`src/shared/ahl_map.svh`:
```
`ifndef AHL_MAP_SVH
`define AHL_MAP_SVH
// ****************
// link characters
// ****************
`define AHL_ENQ      8'h05
`define AHL_AT       8'h40
`define AHL_STAR     8'h2A
`define AHL_CR       8'h0D
// ****************
// modes and limits
// ****************
`define AHL_NATIVE   3'h5
`define AHL_P2P_MIN  3'h2
`define AHL_MP_MIN   3'h6
// ****************
// serial format after reset
// ****************
`define AHL_BAUD_RST 17'h0_9600
`define AHL_DBIT_RST 4'h8
`define AHL_SBIT_RST 2'h1
`define AHL_PAR_RST  2'h0
// ****************
// error headers
// ****************
`define AHL_CERR0    8'h45
`define AHL_CERR1    8'h52
`define AHL_FERR0    8'h46
`define AHL_FERR1    8'h45
`endif

```
`src/shared/ahl_pkg.sv`:
```
package ahl_pkg;
  // ****************
  // states
  // ****************
  typedef enum logic [3:0] {
    S_IDLE, S_ECHO, S_P2P, S_MP, S_WAIT, S_AT, S_ID1, S_ID2,
    S_H0, S_H1, S_DATA, S_F1, S_F2, S_STAR, S_CR
  } ahl_state_e;
  // ****************
  // serial format
  // ****************
  typedef struct packed {
    logic [16:0] baud;
    logic [3:0]  dbits;
    logic [1:0]  sbits;
    logic [1:0]  parity;
  } ahl_fmt_s;
  // ****************
  // block state
  // ****************
  typedef struct packed {
    ahl_state_e st;
    logic       mp;
    logic       err;
    logic       ferr;
    logic       nd;
    logic       star;
    logic [2:0] cnt;
    logic [3:0] idh;
    logic [7:0] x;
    logic [7:0] tx;
    logic [7:0] p1;
    logic [7:0] p2;
    logic [7:0] h0;
    logic [7:0] h1;
    logic       tv;
    logic [7:0] td;
    ahl_fmt_s   fmt;
    logic       cv;
    logic [7:0] cc;
    logic       ce;
    logic       cb;
  } ahl_reg_s;
endpackage

```
`src/rtl/ahl_responder.sv`:
```
`timescale 1ns/10ps
`default_nettype none
`include "ahl_map.svh"
// Notes on behaviour
// RL1 - link format resets to 38400 baud, 8 data, 1 stop, no parity.
// RL2 - point-to-point frame: two-char header, data, then '*' and CR.
// RL3 - each binary byte travels as two ASCII hex characters.
// RL4 - host opens a point-to-point session with a single 05 hex.
// RL5 - device echoes 05; host then sends its command at once.
// RL6 - accepted command answers with same header, data, terminator; session ends.
// RL7 - unknown header or missing channel gets an error response.
// RL8 - multi-point frame: '@', hex ID, body, two-char check, terminator.
// RL9 - check value is XOR of all chars from '@' to last data.
// RL10 - in automatic mode a "00" check field skips verification.
// RL11 - protocol select 5 disables the wildcard; check must be right.
// RL12 - host sends no 05 in multi-point; one command, one answer.
// RL13 - only a matching ID gets an answer; otherwise line stays undriven.
// RL14 - every controller on a shared network has a distinct ID.
// RL15 - framing is detected per frame and the reply uses the same.
// RL16 - multi-point reply: '@', own ID, header, data, fresh check, terminator.
// RL17 - responses are generated autonomously, without the application.
// RL18 - wrong check value on a multi-point command gives a framing error.
// RL19 - a new '@' or 05 before the terminator restarts parsing.
module ahl_responder
  import ahl_pkg::*;
(
  // clock and reset
  input  wire logic       i_clock,
  input  wire logic       i_resetn,
  // received characters
  input  wire logic       i_rx_valid,
  input  wire logic [7:0] i_rx_data,
  // transmitted characters
  output logic            o_tx_valid,
  output logic [7:0]      o_tx_data,
  input  wire logic       i_tx_ready,
  output logic            o_tx_en,
  // configuration
  input  wire logic [7:0] i_own_id,
  input  wire logic [2:0] i_proto_sel,
  input  wire logic       i_fmt_wr,
  input  wire ahl_fmt_s   i_fmt,
  output ahl_fmt_s        o_link_fmt,
  // command toward handler
  output logic            o_cmd_valid,
  output logic [7:0]      o_cmd_char,
  output logic            o_cmd_end,
  output logic            o_cmd_bad,
  // answer from handler
  input  wire logic       i_rsp_valid,
  input  wire logic [7:0] i_rsp_char,
  input  wire logic       i_rsp_last,
  input  wire logic       i_rsp_err,
  input  wire logic       i_rsp_empty,
  output logic            o_rsp_ready
);
  // ****************
  // hex helpers
  // ****************
  function automatic logic [3:0] hexv(input logic [7:0] c);
    hexv = (c >= 8'h41) ? 4'(c[3:0] + 4'h9) : c[3:0]; // [RL3]
  endfunction

  function automatic logic [7:0] hexc(input logic [3:0] v);
    hexc = (v > 4'h9) ? {4'h4, 4'(v - 4'h9)} : {4'h3, v}; // [RL3]
  endfunction

  localparam ahl_reg_s RST = '{
    st: S_IDLE,
    fmt: '{`AHL_BAUD_RST, `AHL_DBIT_RST, `AHL_SBIT_RST, `AHL_PAR_RST},
    default: '0
  };

  ahl_reg_s   r_reg;
  ahl_reg_s   r_next;
  logic [7:0] c;
  logic [7:0] fcs_calc;
  logic [7:0] fcs_rcv;
  logic       wild_ok;
  logic       fcs_ok;
  logic       in_tx;
  logic       ld;
  logic [7:0] ch;
  ahl_state_e nxt;

  assign c        = i_rx_data;
  assign fcs_calc = r_reg.x ^ r_reg.p1 ^ r_reg.p2;                   // [RL9]
  assign fcs_rcv  = {hexv(r_reg.p2), hexv(r_reg.p1)};
  assign wild_ok  = (fcs_rcv == 8'h00) && (i_proto_sel != `AHL_NATIVE); // [RL10] [RL11]
  assign fcs_ok   = !r_reg.mp || (fcs_rcv == fcs_calc) || wild_ok;   // [RL18]
  assign in_tx    = r_reg.st inside {S_AT, S_ID1, S_ID2, S_H0, S_H1,
                                     S_DATA, S_F1, S_F2, S_STAR, S_CR};

  // ****************
  // next state
  // ****************
  always_comb begin
    r_next      = r_reg;
    r_next.cv   = 1'b0;
    r_next.ce   = 1'b0;
    o_rsp_ready = 1'b0;
    ld          = 1'b0;
    ch          = 8'h00;
    nxt         = S_IDLE;
    if (r_reg.tv && i_tx_ready) begin
      r_next.tv = 1'b0;
    end
    if (i_fmt_wr) begin
      r_next.fmt = i_fmt; // [RL1]
    end
    unique case (r_reg.st)
      S_IDLE, S_P2P, S_MP: begin
        if (i_rx_valid) begin
          if (c == `AHL_ENQ) begin
            r_next.st = S_ECHO; // [RL4] [RL19]
          end else if (c == `AHL_AT) begin
            r_next.st   = S_MP; // [RL12] [RL15] [RL19]
            r_next.mp   = 1'b1;
            r_next.cnt  = 3'h0;
            r_next.star = 1'b0;
            r_next.x    = c;
          end else if (r_reg.st == S_IDLE) begin
            r_next.st = S_IDLE;
          end else if (r_reg.star) begin
            if (c == `AHL_CR &&
                r_reg.cnt >= (r_reg.mp ? `AHL_MP_MIN : `AHL_P2P_MIN)) begin
              r_next.ce   = 1'b1; // [RL2] [RL8]
              r_next.cb   = !fcs_ok;
              r_next.ferr = !fcs_ok; // [RL18]
              r_next.err  = 1'b0;
              r_next.st   = fcs_ok ? S_WAIT : S_AT;
            end else begin
              r_next.st = S_IDLE;
            end
          end else if (c == `AHL_STAR) begin
            r_next.star = 1'b1;
          end else begin
            r_next.cnt = (r_reg.cnt == 3'h7) ? r_reg.cnt : 3'(r_reg.cnt + 3'h1);
            r_next.x   = r_reg.x ^ c; // [RL9]
            if (!r_reg.mp) begin
              if (r_reg.cnt == 3'h0) begin
                r_next.h0 = c;
              end
              if (r_reg.cnt == 3'h1) begin
                r_next.h1 = c;
              end
              r_next.cv = 1'b1;
              r_next.cc = c;
            end else begin
              r_next.p1 = c;
              r_next.p2 = r_reg.p1;
              if (r_reg.cnt == 3'h0) begin
                r_next.idh = hexv(c); // [RL8]
              end
              if (r_reg.cnt == 3'h1 && {r_reg.idh, hexv(c)} != i_own_id) begin
                r_next.st = S_IDLE; // [RL13] [RL14]
              end
              if (r_reg.cnt == 3'h2) begin
                r_next.h0 = c;
              end
              if (r_reg.cnt == 3'h3) begin
                r_next.h1 = c;
              end
              if (r_reg.cnt >= 3'h4) begin
                r_next.cv = 1'b1;
                r_next.cc = r_reg.p2;
              end
            end
          end
        end
      end
      S_ECHO: begin
        if (!r_reg.tv) begin
          r_next.tv   = 1'b1; // [RL5]
          r_next.td   = `AHL_ENQ;
          r_next.st   = S_P2P;
          r_next.mp   = 1'b0;
          r_next.cnt  = 3'h0;
          r_next.star = 1'b0;
        end
      end
      S_WAIT: begin
        if (i_rsp_valid) begin
          o_rsp_ready = i_rsp_err || i_rsp_empty;
          r_next.err  = i_rsp_err; // [RL7]
          r_next.nd   = i_rsp_err || i_rsp_empty;
          r_next.st   = r_reg.mp ? S_AT : S_H0; // [RL15] [RL17]
        end
      end
      S_AT: begin
        ld  = 1'b1;
        ch  = `AHL_AT; // [RL16]
        nxt = S_ID1;
      end
      S_ID1: begin
        ld  = 1'b1;
        ch  = hexc(i_own_id[7:4]); // [RL16]
        nxt = S_ID2;
      end
      S_ID2: begin
        ld  = 1'b1;
        ch  = hexc(i_own_id[3:0]);
        nxt = S_H0;
      end
      S_H0: begin
        ld  = 1'b1;
        ch  = r_reg.ferr ? `AHL_FERR0 : (r_reg.err ? `AHL_CERR0 : r_reg.h0); // [RL6] [RL7]
        nxt = S_H1;
      end
      S_H1: begin
        ld  = 1'b1;
        ch  = r_reg.ferr ? `AHL_FERR1 : (r_reg.err ? `AHL_CERR1 : r_reg.h1);
        nxt = (r_reg.nd || r_reg.ferr) ? (r_reg.mp ? S_F1 : S_STAR) : S_DATA;
      end
      S_DATA: begin
        ld          = i_rsp_valid;
        o_rsp_ready = i_rsp_valid && !r_reg.tv;
        ch          = i_rsp_char;
        nxt         = !i_rsp_last ? S_DATA : (r_reg.mp ? S_F1 : S_STAR);
      end
      S_F1: begin
        ld  = 1'b1;
        ch  = hexc(r_reg.tx[7:4]); // [RL9] [RL16]
        nxt = S_F2;
      end
      S_F2: begin
        ld  = 1'b1;
        ch  = hexc(r_reg.tx[3:0]);
        nxt = S_STAR;
      end
      S_STAR: begin
        ld  = 1'b1;
        ch  = `AHL_STAR; // [RL2]
        nxt = S_CR;
      end
      S_CR: begin
        ld  = 1'b1;
        ch  = `AHL_CR; // [RL2] [RL6]
        nxt = S_IDLE;
      end
    endcase
    if (ld && !r_reg.tv) begin
      r_next.tv = 1'b1; // [RL17]
      r_next.td = ch;
      r_next.st = nxt;
      if (r_reg.st inside {S_AT, S_ID1, S_ID2, S_H0, S_H1, S_DATA}) begin
        r_next.tx = ((r_reg.st == S_AT) ? 8'h00 : r_reg.tx) ^ ch; // [RL9]
      end
    end
  end

  always_ff @(posedge i_clock or negedge i_resetn) begin
    if (!i_resetn) begin
      r_reg <= RST; // [RL1]
    end else begin
      r_reg <= r_next;
    end
  end

  // ****************
  // outputs
  // ****************
  assign o_tx_valid  = r_reg.tv;
  assign o_tx_data   = r_reg.td;
  assign o_tx_en     = r_reg.tv || in_tx; // [RL13]
  assign o_link_fmt  = r_reg.fmt;
  assign o_cmd_valid = r_reg.cv;
  assign o_cmd_char  = r_reg.cc;
  assign o_cmd_end   = r_reg.ce;
  assign o_cmd_bad   = r_reg.cb;

  logic rx_idle_enq;
  logic id_miss;
  assign rx_idle_enq = i_rx_valid && c == `AHL_ENQ && r_reg.st == S_IDLE && !r_reg.tv;
  assign id_miss     = r_reg.st == S_MP && i_rx_valid && !r_reg.star && r_reg.cnt == 3'h1 &&
                       c != `AHL_AT && c != `AHL_ENQ && {r_reg.idh, hexv(c)} != i_own_id;
endmodule
`default_nettype wire

```
`config.mk`:
```
export PLATFORM = sky130hd
export DESIGN_NAME = ahl_responder
export DESIGN_NICKNAME = d
export VERILOG_FILES = /design/src/shared/ahl_pkg.sv /design/src/rtl/ahl_responder.sv
export VERILOG_INCLUDE_DIRS = /design/src /design/src/shared
export SDC_FILE = /design/constraint.sdc
export NUM_CORES = 1
export LEC_CHECK = 0
export BUFFER_PORTS_ARGS = -buffer_cell sky130_fd_sc_hd__buf_2
export CORE_MARGIN = 8
export CORE_UTILIZATION = 55
export CTS_BUF_LIST = sky130_fd_sc_hd__clkbuf_8
export DETAILED_ROUTE_END_ITERATION = 12
export HOLD_SLACK_MARGIN = 0.02
export PLACE_DENSITY = 0.78
export RECOVER_POWER = 25
export SETUP_SLACK_MARGIN = 0.4
export SLEW_MARGIN = 20
export SYNTH_ARGS = -nofsm -noshare
export SYNTH_HDL_FRONTEND = slang
export SYNTH_SLANG_ARGS = --single-unit
```
`constraint.sdc`:
```
create_clock -name i_clock -period 3.6 [get_ports i_clock]
set_input_delay 0.36 -clock i_clock [delete_from_list [all_inputs] [get_ports i_clock]]
set_output_delay 0.36 -clock i_clock [all_outputs]
set_load 0.005 [all_outputs]
```
Yosys cells after proc, flatten, opt, wreduce, memory -nomap -nowiden --
Cells that the tools add are included.
Cells by class: $lt $le $gt $ge 9, add/sub/neg operators 8, mux-type cells 79, reductions and logical operators 42, equal/unequal tests 51, bitwise logic cells 9
Operator list (count):
- $mux W16 | 5
- $mux W8 | 10
- $pmux W8 S10 | 1
- $mux W4 | 19
- $mux W9 | 7
- $mux W11 | 5
- $pmux W4 S9 | 1
- $mux W7 | 5
- $reduce_and A8 Y1 | 4
- $xor A8 B8 Y8 | 4
- $eq A4 B4 Y1 const B | 7
- $reduce_and A9 Y1 | 3
- $ge A8 B7 Y1 const B | 3
- $ne A3 B3 Y1 const B | 8
- $ne A2 B2 Y1 const B | 11
- $ne A7 B7 Y1 const B | 3
- $mux W3 | 6
- $eq A4 B3 Y1 const B | 4
- $gt A4 B4 Y1 const B | 4
- $sub A4 B4 Y4 const B | 4
- $mux W15 | 1
- $reduce_and A7 Y1 | 2
- $add A4 B4 Y4 const B | 3
- $mux W2 | 6
- other kinds (36) | 72
Storage, ports and cells: register bits 108, input bits 61, output and inout port bits 47

Depth between registers and ports, before layout --
Gate-level depths: netlist of the first run.
depth in word-level cells 14, depth in mapped cells 11

Worst setup path before layout of the first run --
No wires, ideal clock.
path type input to register, start point in i_rx_data[0], end point reg r_reg[105] in the netlist's numbering, stages 10, library setup time 0.104 ns, arrival time 2.589 ns, path slack 0.907 ns, cell sequence clkbuf_1 -> inv_1 -> ha_1 -> nor4b_4 -> and3_1 -> nor4_4 -> nand4b_2 -> o41ai_4 -> nor2_2 -> a221oi_1
Between the ends: cells in the longest elaborated chain, start to end 10, elaborated cells between the ends (all ways) 22, classes of those cells 1 x add/sub; 1 x order compare; 8 x eq/ne; 9 x mux; 3 x reduce/logical
RTL lines:
- start, declared | RTL line ahl_responder.sv:32 | input wire logic [7:0] i_rx_data,
- branches (longest 10 deep; another with $ge A8 B7 Y1)
- end signal, assigned | RTL line ahl_responder.sv:256 | r_reg <= r_next;
- end, declared | RTL line ahl_responder.sv:74 | ahl_reg_s r_reg;
Several ways; the timed one is not identified. The select of a mux whose other input is x is not followed. A chain may end at the register's enable or synchronous reset.

Worst setup path in the final report of the first run --
start point reg r_reg[105] in the netlist's numbering, end point out o_rsp_ready
Between the ends: cells in the longest elaborated chain, start to end 2, elaborated cells between the ends (all ways) 3, classes of those cells 2 x eq/ne; 1 x mux
RTL lines:
- $eq A4 B4 Y1 / $eq A4 B3 Y1 (equally long branches) | RTL line ahl_responder.sv:111 | unique case (r_reg.st)
- $pmux W1 S2 * | RTL line ahl_responder.sv:111
- end, declared | RTL line ahl_responder.sv:55 | output logic o_rsp_ready
Every way passes the cells marked *; elsewhere a longest branch is shown, timed or not.

==> results.sh, run 1 <==
export IMPL_io_buffers=107
export IMPL_setup_tns_final_ns=0
export IMPL_via_per_inst=5.97
export IMPL_critical_path_top_delay_family="simple AND/OR/NAND/NOR gates"
export IMPL_start_kind="flop"
export IMPL_cp_slowest_cell="nor4bb_1"
export IMPL_yosysWarningCount=0
export IMPL_ys_seq_area_share_pct=38.8
export IMPL_postSynth_asyncResetShare_pct=100
export IMPL_grt_pass1_vias=5767
export IMPL_ys_flop_type="dfrtp_1"
export IMPL_clock_latency_ns=0.40
export IMPL_synth_edf_count=0
export IMPL_start_util_pct=55.8
export IMPL_syn_num_nets=831
export IMPL_dpl_hpwl_um=14200
export IMPL_finalHoldViolCount=0
export IMPL_clk_pin_slew_ns=0.11
export IMPL_globalRoute_totalOverflow=0
export IMPL_syn_inst=744
export IMPL_cts_tree="built"
export IMPL_dp_cells=954
export IMPL_layout_nets=880
export IMPL_die_w_um=129
export IMPL_ant_nets=0
export IMPL_worstSetupPathType="reg2out"
export IMPL_fmax_mhz=347
export IMPL_slowest_delay_ns=0.83
export IMPL_num_vias=5795
export IMPL_postSynthAreaPerCell_um2=9.39
export IMPL_worstPathCellList="buf_4 > nor4bb_1 > nand2_1 > o21ai_0 > and2_1 > buf_2"
export IMPL_arrival_ns=2.52
export IMPL_violations="capacitance limit, slew limit"
export IMPL_drt_wl_total_um=18500
export IMPL_clock_sinks=108
export IMPL_syn_area_um2=6990
export IMPL_final_layout_size_suffix_gt1_share_pct=26.3
export IMPL_grt_first_pass_wirelength_um=29700
export IMPL_drv_cap=1
export IMPL_die_h_um=129
export IMPL_grt_max_degree=72
export IMPL_finalSetupViolations=0
export IMPL_outcome="finished, violations left"
export IMPL_die_area_um2=16600
export IMPL_largest_reg_flops=63
export IMPL_worst_clock_skew_ns=0.0144
export IMPL_p_per_area_nw_per_um2=757
export IMPL_drc=0
export IMPL_path_buf_inv=2
export IMPL_n_antenna_cell=0
export IMPL_maxSlewHeadroom_pct=-18.4
export IMPL_ctsHtreeMaxLevel=3
export IMPL_ys_ff_latch=108
export IMPL_period_share_pct=80.0
export IMPL_p_leak_uw=0.00345
export IMPL_rows=41
export IMPL_crit_required_ns=3.24
export IMPL_syn2layout_area_growth_pct=8.99
export IMPL_endpoint_kind="output port"
export IMPL_vdd_drop_max_v=0.000380
export IMPL_path_max_fanout=24
export IMPL_ios=108
export IMPL_core_um2=12500
export IMPL_fin_cells=970
export IMPL_drv_slew=72
export IMPL_antenna_found_initial=0
export IMPL_hold_buffers=0
export IMPL_track_usage_pct=22.6
export IMPL_routedWlPerCell_um=19.1
export IMPL_rsz0062_at_grt="false"
export IMPL_drt_initial_drc_count=527
export IMPL_hp_class="in2reg"
export IMPL_tightest_slew_ns=1.78
export IMPL_clock_path_buffers=2
export IMPL_gp_congestion=0.950
export IMPL_cts_root_buf="clkbuf_8"
export IMPL_drt_pass1_iter_count=6
export IMPL_ys_types=73
export IMPL_post_route_min_period_ns=2.88
export IMPL_cts_buffers=9
-- metal layers --
metal / GRT usage [%] / vias to the layer above / share of wire [%]
met1: 27.9 / 2773 / 41
met2: 37.7 / 270 / 49
li1: - / 2697 / -
met4: 8.71 / 0 / 2.9
met5: 0 / - / 0
met3: 5.21 / 55 / 7.5
-- synthesized netlist by cell type, types with 4 or more instances --
master       n  area (um^2)
nand2_1     51          191
nor2_1      67          251
a21oi_1     52          260
o21bai_1     6         45.0
ha_1        26          325
mux2_2      54          608
nor4_1       6         37.5
buf_2       12         60.1
xor2_1      16          140
nor3_1      14         70.1
and3_1       8         50.1
a31oi_1      5         31.3
o21a_1       7         52.6
o31ai_1      4         30.0
o211ai_1     6         45.0
dfstp_2      6          158
nand2b_1     4         25.0
mux2i_1      8         80.1
clkbuf_1    23         86.3
nor2b_1      7         43.8
o21ai_0     53          265
a211oi_1     7         52.6
xnor2_1     23          201
a21o_1       5         37.5
o22ai_1      4         25.0
nand3_1     17         85.1
a2111oi_0    4         35.0
dfrtp_1    102         2550
buf_4       41          308
nand4_1      4         25.0
inv_1       29          109
or3_1        7         43.8
-- placed cells by master (no fill, tap or decap), types with 9 or more instances in the layout --
cell type,Yosys,routed
buf_2,12,106
mux2_2,54,54
buf_4,41,11
a21oi_1,52,52
xor2_1,16,16
nor3_1,14,14
inv_1,29,29
xnor2_1,23,23
nand2_1,51,51
nor2_1,67,67
ha_1,26,26
nand3_1,17,17
o21ai_0,53,53
dfrtp_1,102,100
clkbuf_8,0,9
-- logic make-up (layout without fill, tap and decap cells) --
group	count (synthesis)	in the layout	synth area share, %
AOI/OAI and AO/OA	182	182	16.6
xor gates and xnor gates	40	40	5.21
adders and majority gates	26	26	4.66
buffers and inverters	109	163	8.38
DFF	108	108	38.8
muxes	62	62	9.85
and+or+nand+nor	217	217	16.5
-- per-stage QoR --
stage	utilization, %	total power (uW)	hold WS (ns)	cell area (um^2)	setup slack [ns]
after global routing	60.8	6180	0.142	7620	0.524
after detailed placement	58.7	4770	0.463	7350	0.661
final	60.8	5770	0.156	7620	0.719
after CTS	60.8	5770	0.0975	7620	0.635
after global placement	58.7	4700	0.460	7350	0.757
after floorplan	-	4080	0.0644	6990	0.907
-- final timing paths --
kind	start	end	slack, ns	cells past startpoint
setup / recovery	r_reg[105]	o_rsp_ready	0.72	6
hold / removal	i_tx_ready	o_tx_valid	0.16	2
setup reg to reg	r_reg[105]	r_reg[105]	0.80	8
hold reg to reg	o_tx_data[7]	o_tx_data[7]	0.48	1
max in group asynchronous	i_resetn	o_link_fmt[2]	1.97	2
min in group asynchronous	i_resetn	o_cmd_end	0.42	1
-- area by class of cell --
class	instances	area, um^2
Clock buffer	9	124
Clock inverter	7	145
Fill cell	1104	4900
Inverter	29	109
Multi-Input combinational cell	527	3690
Sequential cell	108	2710
Tap cell	172	215
Timing Repair Buffer	118	618
-- what timing repair did --
item                       in CTS  in global routing
setup buffers                   0                  0
setup endpoints to repair       0                  1
gates resized for setup         0                  2
-- power by group --
| part | internal [uW] | switching (uW) | leakage (uW) |
|---|---|---|---|
| clock | 537 | 444 | 0.000130 |
| combinational | 1190 | 1480 | 0.00198 |
| sequential | 1630 | 487 | 0.00134 |
| total | 3360 | 2410 | 0.00345 |
Power figures use the tool's default switching activity.
==> run 2, diff against run 1 <==
==> constraint.sdc (replaced) <==
create_clock -name i_clock -period 2.8 [get_ports i_clock]
set_input_delay 0.28 -clock i_clock [delete_from_list [all_inputs] [get_ports i_clock]]
set_output_delay 0.28 -clock i_clock [all_outputs]
set_load 0.005 [all_outputs]
==> results.sh, run 2 (same netlist as run 1, synthesis figures left out) <==
export IMPL_outcome="completed"
export IMPL_crit_top_cell="a211oi_1"
export IMPL_globalRoute_totalOverflow=0
export IMPL_largest_reg_flops=63
export IMPL_endpoint_kind="flop"
export IMPL_ff2ff_setup_slack_ns=0.43
export IMPL_grt_max_degree=56
export IMPL_mostFrequentLayoutCell="buf_2"
export IMPL_finalSetupViolations=0
export IMPL_die_area_um2=16600
export IMPL_die_w_um=129
export IMPL_start_util_pct=55.8
export IMPL_grt_first_pass_wirelength_um=30100
export IMPL_tightest_slew_ns=1.34
export IMPL_die_h_um=129
export IMPL_r2r_end="o_cmd_bad"
export IMPL_finalHoldViolCount=0
export IMPL_ant_nets=0
export IMPL_period_share_pct=84.6
export IMPL_worstSetupPathType="reg2reg"
export IMPL_fmax_mhz=422
export IMPL_switching_share_pct=42.6
export IMPL_rows=41
export IMPL_dpl_hpwl_um=14200
export IMPL_switchingPower_uw=3220
export IMPL_maxSlewHeadroom_pct=10.4
export IMPL_vdd_drop_max_v=0.000505
export IMPL_seq_area_um2=2720
export IMPL_num_vias=5881
export IMPL_clock_path_buffers=2
export IMPL_p_per_area_nw_per_um2=955
export IMPL_via_per_inst=5.89
export IMPL_design_area_um2=7900
export IMPL_antenna_found_initial=0
export IMPL_p_leak_uw=0.00358
export IMPL_p_seq_share_pct=35.4
export IMPL_cts_tree="built"
export IMPL_hp_class="in2reg"
export IMPL_io_buffers=107
export IMPL_crit_required_ns=3.08
export IMPL_final_layout_size_suffix_gt1_share_pct=31.0
export IMPL_worstPathCellList="inv_1 > ha_1 > nor4b_4 > a211oi_1 > a211oi_1 > o21ai_0 > o31a_1 > o21a_1 > mux2_2"
export IMPL_drt_pass1_iter_count=5
export IMPL_drv_cap=0
export IMPL_p_int_uw=4330
export IMPL_path_max_fanout=6
export IMPL_rsz0062_at_grt="true"
export IMPL_cts_root_buf="clkbuf_8"
export IMPL_grt_pass1_vias=5979
export IMPL_track_usage_pct=22.8
export IMPL_core_um2=12500
export IMPL_multi_input_area_um2=3810
export IMPL_mostFrequentLayoutCells="105 x buf_2, 96 x dfrtp_1, 65 x nor2_1"
export IMPL_routedWlPerCell_um=18.7
export IMPL_syn2layout_area_growth_pct=13.1
export IMPL_slowest_delay_ns=0.48
export IMPL_layout_nets=908
export IMPL_pwr_share_clk_pct=12.1
export IMPL_drt_wl_total_um=18700
export IMPL_drc=0
export IMPL_arrival_ns=2.65
export IMPL_clock_sinks=108
export IMPL_whs_path_depth=2
export IMPL_timing_rr_start="r_reg[70]"
export IMPL_drt_initial_drc_count=429
export IMPL_ios=108
export IMPL_cts_buffers=9
export IMPL_fill_cells=1115
export IMPL_pwr_share_comb_pct=52.5
export IMPL_drv_slew=0
export IMPL_gp_congestion=0.936
export IMPL_worst_clock_skew_ns=0.00924
export IMPL_clock_latency_ns=0.38
export IMPL_setup_tns_final_ns=0
export IMPL_cp_slowest_cell="dfrtp_1"
export IMPL_ctsHtreeMaxLevel=3
export IMPL_post_route_min_period_ns=2.37
export IMPL_placed_cell_area_um2=7510
export IMPL_whs_endpoint="o_tx_valid"
export IMPL_hold_ws_ns=0.0854
export IMPL_clk_pin_slew_ns=0.10
export IMPL_final_util_pct=63.1
export IMPL_start_kind="flop"
export IMPL_min_delay_start="i_tx_ready"
export IMPL_reg2reg_depth=9
## run 2: changes by cell type in the layout (fill, tap and decap cells not counted), sizes merged
| cell | previous run | this run |
|---|---|---|
| buf | 117 | 143 |
| bufinv | 4 | 0 |
| clkbuf | 10 | 13 |
| clkinv | 0 | 1 |
| clkinvlp | 1 | 2 |
| diode | 0 | 1 |
| dlygate4sd3 | 0 | 1 |
## run 2: final cells by class
type                            count  area share, %
Antenna cell                        1         0.0317
Clock buffer                       11           1.92
Clock inverter                      5          0.459
Inverter                           29           1.38
Multi-Input combinational cell    527           48.2
Sequential cell                   108           34.4
Tap cell                          172           2.72
Timing Repair Buffer              146           10.9
## run 2: repair_timing
item | 4_1_cts | 5_1_grt
setup buffers | 1 | 8
hold endpoints to repair | 48 | 0
pin swaps | 3 | 4
setup endpoints to repair | 12 | 24
hold buffers | 1 | 0
resized for setup | 11 | 23
## run 2: worst max path at each step
stage	start	end	slack [ns]	cells after the start
after global routing	r_reg[70]	o_cmd_bad	0.29	9
after CTS	r_reg[62]	o_cmd_bad	0.34	9
after detailed placement	r_reg[62]	o_cmd_bad	0.20	9
after floorplan	i_rx_data[0]	r_reg[105]	0.41	10
after global placement	i_rx_data[0]	r_reg[105]	0.32	11
final	r_reg[70]	o_cmd_bad	0.43	9
## run 2: per-layer routing
metal	global-route usage, %	vias to the layer above	part of all wire [%]
li1	-	2757	-
met5	0	-	0
met4	10.1	0	3.3
met3	5.34	52	7.1
met1	27.0	2828	40
met2	38.8	244	50
## run 2: power groups by stage
stage / Sequential, uW / Combinational, uW / Clock (uW)
floorplan: 2440 / 2810 / 0
global placement: 2630 / 3510 / 0
detailed placement: 2670 / 3590 / 0
CTS: 2660 / 3670 / 943
global route: 2750 / 4370 / 990
finish: 2670 / 3960 / 912
## run 2: per-stage QoR
step	std cells	setup slack, ns	power [uW]
final	999	0.430	7540
after global routing	998	0.295	8100
after CTS	990	0.342	7270
after detailed placement	972	0.198	6260
after global placement	972	0.325	6140
after floorplan	744	0.406	5250
## run 2: worst max-delay path: cells and delay by family, from the launching register on
kind	cells	cell delay, ns
muxes	1	0.25
and+or+nand+nor	1	0.28
adders and majority gates	1	0.18
DFF	1	0.48
AOI/OAI and AO/OA	5	0.94
buffers and inverters	1	0.14
